===== config.mk =====
export PLATFORM = sky130hd
export DESIGN_NAME = aficf_flags
export DESIGN_NICKNAME = d
export VERILOG_FILES = /design/src/aficf_pkg.sv /design/src/aficf_flags.sv
export SDC_FILE = /design/constraint.sdc
export NUM_CORES = 1
export LEC_CHECK = 0
export BUFFER_PORTS_ARGS = -buffer_cell sky130_fd_sc_hd__clkbuf_2
export CAP_MARGIN = 10
export CELL_PAD_IN_SITES_DETAIL_PLACEMENT = 0
export CELL_PAD_IN_SITES_GLOBAL_PLACEMENT = 1
export CORE_MARGIN = 2
export CORE_UTILIZATION = 27
export DETAILED_ROUTE_END_ITERATION = 10
export HOLD_SLACK_MARGIN = 0.03
export PLACE_DENSITY_LB_ADDON = 0.1
export SYNTH_ARGS = -nofsm -noshare
export SYNTH_HDL_FRONTEND = slang
export SYNTH_SLANG_ARGS = --single-unit

===== constraint.sdc =====
create_clock -name core_clk_in -period 3.4 [get_ports core_clk_in]
set_clock_uncertainty 0.05 [all_clocks]
set_input_delay 1.02 -clock core_clk_in [delete_from_list [all_inputs] [get_ports core_clk_in]]
set_output_delay 1.02 -clock core_clk_in [all_outputs]
set_load 0.005 [all_outputs]

===== src/aficf_pkg.sv =====
// Package with offsets, field positions and reset values of the interrupt flag block.
package aficf_pkg;
    localparam logic [15:0] CUSTOM_IRQ_GENERATE_OFS = 16'h209c;
    localparam logic [31:0] CUSTOM_IRQ_GENERATE_RST = 32'h00000010;
    localparam logic [27:0] CUSTOM_IRQ_GENERATE_RSVD = 28'h0000001;
    localparam logic [31:0] IRQ_FLAG_STATUS_RST = 32'h00000000;
    localparam int CONV_RESULT_POS = 0;
    localparam int DFT_RESULT_POS = 1;
    localparam int SINC2_READY_POS = 2;
    localparam int TEMP_RESULT_POS = 3;
    localparam int CONV_MIN_FAIL_POS = 4;
    localparam int CONV_MAX_FAIL_POS = 5;
    localparam int CONV_DELTA_FAIL_POS = 6;
    localparam int MEAN_IRQ_POS = 7;
    localparam int VARIANCE_IRQ_POS = 8;
    localparam int CUSTOM_IRQ0_POS = 9;
    localparam int CUSTOM_IRQ_NUM = 4;
    localparam int BOOTLOAD_DONE_POS = 13;
    localparam int SEQ_END_POS = 15;
    localparam int SEQ_TIMEOUT_POS = 16;
    localparam logic [31:0] IRQ_FLAG_IMPL_MASK = 32'h0001bfff;
    localparam int GP_TRIGGER_LSB = 0;
endpackage


===== src/aficf_flags.sv =====
// Interrupt status flags and the sequencer-only custom interrupt generation register.
//
// Functional notes
// - Bits 9..12 show custom interrupts 0..3.
// - Bit 8 shows the variance interrupt.
// - Bit 7 shows the mean interrupt.
// - Bit 6 sticky: consecutive results exceed delta.
// - Bit 5 set: result above upper limit.
// - Bit 4 set: result below lower limit.
// - Bit 3 shows the temperature result interrupt.
// - Bit 2 shows the sinc2 ready interrupt.
// - Bit 1 shows the DFT result interrupt.
// - Bit 0 shows the converter result interrupt.
// - Generation register written by sequencer only.
// - Host writes to generation register ignored.
// - Writing 1 to bits 0..3 triggers interrupts.
// - Generation register resets 0x10; upper bits reserved.
// - Bit 15 sequence end, bit 16 timeout.
// - Bit 13 bootload done; bit 14 reserved.
`timescale 1ns/1ps
`default_nettype none

module aficf_flags #(
    parameter int DATA_W = 16
) (
    input wire logic core_clk_in,
    input wire logic sys_rst_in,
    input wire logic conv_result_in,
    input wire logic dft_result_in,
    input wire logic sinc2_ready_in,
    input wire logic temp_result_in,
    input wire logic mean_irq_in,
    input wire logic variance_irq_in,
    input wire logic bootload_done_in,
    input wire logic seq_end_in,
    input wire logic seq_timeout_in,
    input wire logic conv_valid_in,
    input wire logic [DATA_W-1:0] conv_data_in,
    input wire logic [DATA_W-1:0] conv_upper_limit_in,
    input wire logic [DATA_W-1:0] conv_lower_limit_in,
    input wire logic [DATA_W-1:0] conv_delta_limit_in,
    input wire logic [31:0] flag_clear_in,
    input wire logic seq_wr_in,
    input wire logic seq_rd_in,
    input wire logic [15:0] seq_addr_in,
    input wire logic [31:0] seq_wdata_in,
    output logic [31:0] seq_rdata_out,
    input wire logic host_wr_in,
    input wire logic host_rd_in,
    input wire logic [15:0] host_addr_in,
    input wire logic [31:0] host_wdata_in,
    output logic [31:0] host_rdata_out,
    output logic [31:0] irq_flag_status_out
);

    // ************************************************************
    // State.
    // ************************************************************
    typedef struct packed {
        logic [31:0] status;
        logic [DATA_W-1:0] prev;
        logic prev_valid;
        logic [31:0] seq_rdata;
        logic [31:0] host_rdata;
    } aficf_state_s;

    aficf_state_s cur_q;
    aficf_state_s nxt_d;
    logic [31:0] set_vec;
    logic gen_seq_wr;
    logic [DATA_W-1:0] diff;
    logic delta_hit;
    logic unused_host;

    function automatic logic gen_hit(input logic [15:0] addr);
        gen_hit = (addr == aficf_pkg::CUSTOM_IRQ_GENERATE_OFS);
    endfunction

    // ************************************************************
    // Flag update.
    // ************************************************************
    always_comb begin
        nxt_d = cur_q;
        gen_seq_wr = seq_wr_in && gen_hit(seq_addr_in);
        unused_host = host_wr_in ^ (|host_wdata_in);
        diff = (conv_data_in >= cur_q.prev) ? (conv_data_in - cur_q.prev)
                                            : (cur_q.prev - conv_data_in);
        delta_hit = conv_valid_in && cur_q.prev_valid && (diff > conv_delta_limit_in);
        set_vec = 32'h00000000;
        set_vec[aficf_pkg::CONV_RESULT_POS] = conv_result_in;
        set_vec[aficf_pkg::DFT_RESULT_POS] = dft_result_in;
        set_vec[aficf_pkg::SINC2_READY_POS] = sinc2_ready_in;
        set_vec[aficf_pkg::TEMP_RESULT_POS] = temp_result_in;
        set_vec[aficf_pkg::CONV_MIN_FAIL_POS] =
            conv_valid_in && (conv_data_in < conv_lower_limit_in);
        set_vec[aficf_pkg::CONV_MAX_FAIL_POS] =
            conv_valid_in && (conv_data_in > conv_upper_limit_in);
        set_vec[aficf_pkg::CONV_DELTA_FAIL_POS] = delta_hit;
        set_vec[aficf_pkg::MEAN_IRQ_POS] = mean_irq_in;
        set_vec[aficf_pkg::VARIANCE_IRQ_POS] = variance_irq_in;
        set_vec[aficf_pkg::BOOTLOAD_DONE_POS] = bootload_done_in;
        set_vec[aficf_pkg::SEQ_END_POS] = seq_end_in;
        set_vec[aficf_pkg::SEQ_TIMEOUT_POS] = seq_timeout_in;
        if (gen_seq_wr) begin
            set_vec[aficf_pkg::CUSTOM_IRQ0_POS +: aficf_pkg::CUSTOM_IRQ_NUM] =
                seq_wdata_in[aficf_pkg::GP_TRIGGER_LSB +: aficf_pkg::CUSTOM_IRQ_NUM];
        end
        // Set wins over a clear in the same cycle.
        nxt_d.status = ((cur_q.status & ~flag_clear_in) | set_vec)
                       & aficf_pkg::IRQ_FLAG_IMPL_MASK;
        if (conv_valid_in) begin
            nxt_d.prev = conv_data_in;
            nxt_d.prev_valid = 1'b1;
        end
        nxt_d.seq_rdata = 32'h00000000;
        if (seq_rd_in && gen_hit(seq_addr_in)) begin
            nxt_d.seq_rdata = {aficf_pkg::CUSTOM_IRQ_GENERATE_RSVD,
                cur_q.status[aficf_pkg::CUSTOM_IRQ0_POS +: aficf_pkg::CUSTOM_IRQ_NUM]};
        end
        // Host reads of the generation register return zero.
        nxt_d.host_rdata = 32'h00000000;
        if (host_rd_in && !gen_hit(host_addr_in)) begin
            nxt_d.host_rdata = 32'h00000000;
        end
    end

    always_ff @(posedge core_clk_in or posedge sys_rst_in) begin
        if (sys_rst_in) begin
            cur_q.status <= aficf_pkg::IRQ_FLAG_STATUS_RST;
            cur_q.prev <= '0;
            cur_q.prev_valid <= 1'b0;
            cur_q.seq_rdata <= 32'h00000000;
            cur_q.host_rdata <= 32'h00000000;
        end else begin
            cur_q <= nxt_d;
        end
    end

    assign irq_flag_status_out = cur_q.status;
    assign seq_rdata_out = cur_q.seq_rdata;
    assign host_rdata_out = cur_q.host_rdata;

    // ************************************************************
    // Assertions.
    // ************************************************************
    logic [aficf_pkg::CUSTOM_IRQ_NUM-1:0] custom_flags;
    assign custom_flags =
        irq_flag_status_out[aficf_pkg::CUSTOM_IRQ0_POS +: aficf_pkg::CUSTOM_IRQ_NUM];
endmodule

`default_nettype wire


# After elaboration in Yosys (flattened, before gate mapping)
# Cells that the tools add are included.
totals:
  regBits: 65
  input_bits: 208
  out_inout_bits: 96
  wordCells: 23
classes:
  n_addsub: 2
  n_lt_le_gt_ge: 4
  n_eq_ne: 1
  n_mux: 3
  n_bitwise: 3
  n_reduce_logical: 6
op_table:
  columns: ["op", "n"]
  rows:
  - ["$gt A16 B16 Y1", 2]
  - ["$sub A16 B16 Y16", 2]
  - ["$and A17 B17 Y17", 1]
  - ["$not A17 Y17", 1]
  - ["$or A17 B17 Y17", 1]
  - ["$eq A16 B14 Y1 const B", 1]
  - ["$ge A16 B16 Y1", 1]
  - ["$lt A16 B16 Y1", 1]
  - ["$mux W16", 1]
  - ["$logic_and A1 B1 Y1", 6]
  - ["$mux W5", 1]
  - ["$mux W4", 1]

# Logic depth before layout (Yosys ltp)
depth:
  ltp_word: 5
  mapped_depth: 18
  mapped_depth_nobuf: 17

# Least setup slack after synthesis
# Ideal clock, no wire load.
synth_path:
  path_type: "in2reg"
  start: "in conv_data_in[0]"
  end: "reg cur_q (netlist bit irq_flag_status_out[6])"
  setup_time_ns: 0.147
  arrival_time_ns: 4.129
  required_time_ns: 3.203
  setup_slack_ns: -0.927
  stages: 17
  path_buffers: 1
  cell_sequence: "inv_1 ha_1 inv_1 fa_1 a21oi_2 o2111ai_1 a21o_1 a21oi_4 buf_12 mux2i_1 xnor2_1 ha_1 nand4_1 or2_2 o311ai_0 nand2b_1 o311ai_0"
synth_rtl:
  columns: ["element", "line", "rtl"]
  rows:
  - ["from (decl)", "aficf_flags.sv:38", "input wire logic [DATA_W-1:0] conv_data_in,"]
  - ["to (signal assigned)", "aficf_flags.sv:135", "cur_q <= nxt_d;"]
  - ["to (decl)", "aficf_flags.sv:67", "aficf_state_s cur_q;"]

==> flow_summary.ini <==
[clocking]
cts.path.max_buffers = 2
cts_root_buf = clkbuf_16
clk_latency_ns = 0.29
cts_buffers = 5
cts_hold_buf = 0
path_clk_slew_ns = 0.07
clock_sinks = 38
cts_tree = yes
h-tree-depth = 2

[worst_setup_path]
arrival_ns = 4.24
r2r_start = cur_q[65]
crit_path_end_kind = flip-flop
rr_endpoint = irq_flag_status_out[6]
startpoint_type = primary input
r2r_slack_ns = -0.26
path_max_fanout = 5
required_ns = 3.52
worstRegToRegCells = 16
crit_type = in2reg

[cells_and_area]
drive_gt1_share_pct = 32.1
fin_nets = 1075
fin_util_pct = 35.9
n_antenna_cell = 0
stdcell_count = 1013
synthToLayoutAreaGrowth_pct = 29.3

[sta]
min_period_ns = 4.11
finalMaxSlewViolations = 0
slew_headroom_pct = 64.6
fin_setup_tns_ns = -0.713
max_freq_mhz = 243
finalHoldViolCount = 0
finalHoldWorstSlack_ns = 0.423
worst_slew_pin_slew_ns = 0.526
setup_violations = 1
post-route-period-util_pct = 121
rsz0062_at_grt = true
setup_ws_ns = -0.713

[logic_synthesis]
synth_area_per_cell_um2 = 8.13
yosysTopAreaCellShare_pct = 20.2
yosys.area.top_type = ha_1
synth_area_leaders = ha_1, dfrtp_1, buf_4
synth_common_cells = inv_1, buf_4, ha_1, o21ai_0
synth_seq_area_share_pct = 19.7
synth_most_common_cell = inv_1
synth_ff_type = dfrtp_1
synth-seq-cells = 38
synth.distinct_cells = 47
netlist_instances = 595
yosysWarnings = 0
syn-cell-area_mm2 = 0.00483
synthArstFlopShare_pct = 100
synth_edf_count = 0

[pwr]
p_sw_share_pct = 33.8
p_per_area_mw_per_mm2 = 352
vdd_drop_max_v = 0.000250
clockPowerShare_pct = 29.5
p_leak_nw = 3.57
p_comb_share_pct = 47.6
seqPwrFrac_pct = 22.8
switchingPower_w = 0.000744
p_int_w = 0.00146

[grt]
grt_use_met2_pct = 20.8
top_usage_layer = met2
grt_pass1_wl_um = 19500
grt_max_degree = 39
grt-ovfl-total = 0
antenna_found_initial = 0
grt_use_met3_pct = 2.13
grt.total_usage_pct = 13.2
grtUsageMet1_pct = 18.7
grt_pass1_vias = 4046

[place]
place_hpwl_um = 10900
gp_congestion = 0.825
post-place-ws_ns = -1.04
io_buffers = 134
dp_cells = 1001

[routing]
dr.pass1.iters = 6
drc_errors = 0
totalWireLength_um = 12500
drt_iter0_markers = 112
viasPerCell = 4.18
wl_per_cell_um = 12.4
ant_nets = 0
via_count = 4234

[floorplanning]
fp.dieH_um = 138
die_x_um = 138
floorplan.initialDensity_pct = 27.8
fp.coreArea_mm2 = 0.0174
io_pins = 304
rows = 48
die-area_mm2 = 0.0190

[min_path]
whs_endpoint = irq_flag_status_out[1]
holdPathStages = 1
min_from = irq_flag_status_out[1]
hold_class = reg2reg

[status]
violations = setup timing
status = finished with violations

[job]
drv_cap = 0
[through the flow]
step / power (W) / instance area (µm²)
after global routing: 0.00238 / 6250
after CTS: 0.00222 / 6200
after detailed placement: 0.00150 / 5920
final: 0.00220 / 6250
after floorplan: 0.00119 / 5150
after global placement: 0.00148 / 5920
[state kept, by name (all words and copies together), names as in the netlist]
signal               cells
cur_q                   17
irq_flag_status_out     16
seq_rdata_out            5
[worst max path at each step]
| stage | to | cells after the start | from |
|---|---|---|---|
| 3_3_place_gp | irq_flag_status_out[6] | 18 | conv_data_in[0] |
| 6_report | irq_flag_status_out[6] | 18 | conv_data_in[0] |
| 5_1_grt | irq_flag_status_out[6] | 18 | conv_data_in[0] |
| 2_1_floorplan | irq_flag_status_out[6] | 17 | conv_data_in[0] |
| 3_5_place_dp | irq_flag_status_out[6] | 18 | conv_data_in[0] |
| 4_1_cts | irq_flag_status_out[6] | 19 | conv_data_in[0] |
[area by class of cell]
type,instances,area (µm²)
Tap cell,225,282
Multi-Input combinational cell,423,3080
Timing Repair Buffer,220,1360
Clock inverter,2,60.1
Inverter,99,384
Sequential cell,38,951
Fill cell,1826,11200
Clock buffer,6,139
[kinds of logic after synthesis]
| kind of cell | share of synthesized area [%] |
|---|---|
| xor+xnor | 2.54 |
| fa+ha+maj | 21.0 |
| mux | 3.13 |
| other cells | 0.0776 |
| flops | 19.7 |
| simple gates | 9.47 |
| buf+inv | 24.6 |
| compound gates | 19.5 |
[layout by cell type (no fill, tap or decap), drive strengths merged, types with 11 or more instances in the layout]
cell type  instances
a21o              27
a21oi             44
buf               87
clkbuf           139
conb              75
dfrtp             38
ha                78
inv               99
mux2i             14
nand2             34
nand4             17
nor2              11
o21ai             43
xnor2             11
[per-layer routing]
layer,vias up,part of all wire (%)
met5,-,0
met4,0,1.2
met3,7,5.3
met2,144,44
met1,1874,49
li1,2209,-
[critical path, stage by stage]
cell,delay [ns]
buf_6,0.11
inv_12,0.05
ha_4,0.12
inv_2,0.04
fa_2,0.38
a21oi_4,0.16
o2111ai_2,0.14
a21o_1,0.25
a21oi_4,0.22
buf_12,0.16
mux2i_2,0.21
xnor2_1,0.11
ha_1,0.30
nand4_1,0.14
or2_4,0.29
o311ai_4,0.28
nand2b_4,0.17
o311ai_2,0.08
[timing repair]
item | 4_1_cts | 5_1_grt
setup endpoints to repair | 1 | 1
cloned | 1 | 0
setup buffers | 1 | 3
resized for setup | 11 | 8
pin swaps | 11 | 10
[power groups by stage]
stage / Sequential (W) / Clock (W) / Combinational, W
6_report: 0.000502 / 0.000649 / 0.00105
5_1_grt: 0.000507 / 0.000687 / 0.00119
4_1_cts: 0.000502 / 0.000677 / 0.00104
3_5_place_dp: 0.000511 / 0 / 0.000991
3_3_place_gp: 0.000510 / 0 / 0.000970
2_1_floorplan: 0.000507 / 0 / 0.000681
Note: power is estimated with default switching activity, not from simulation.
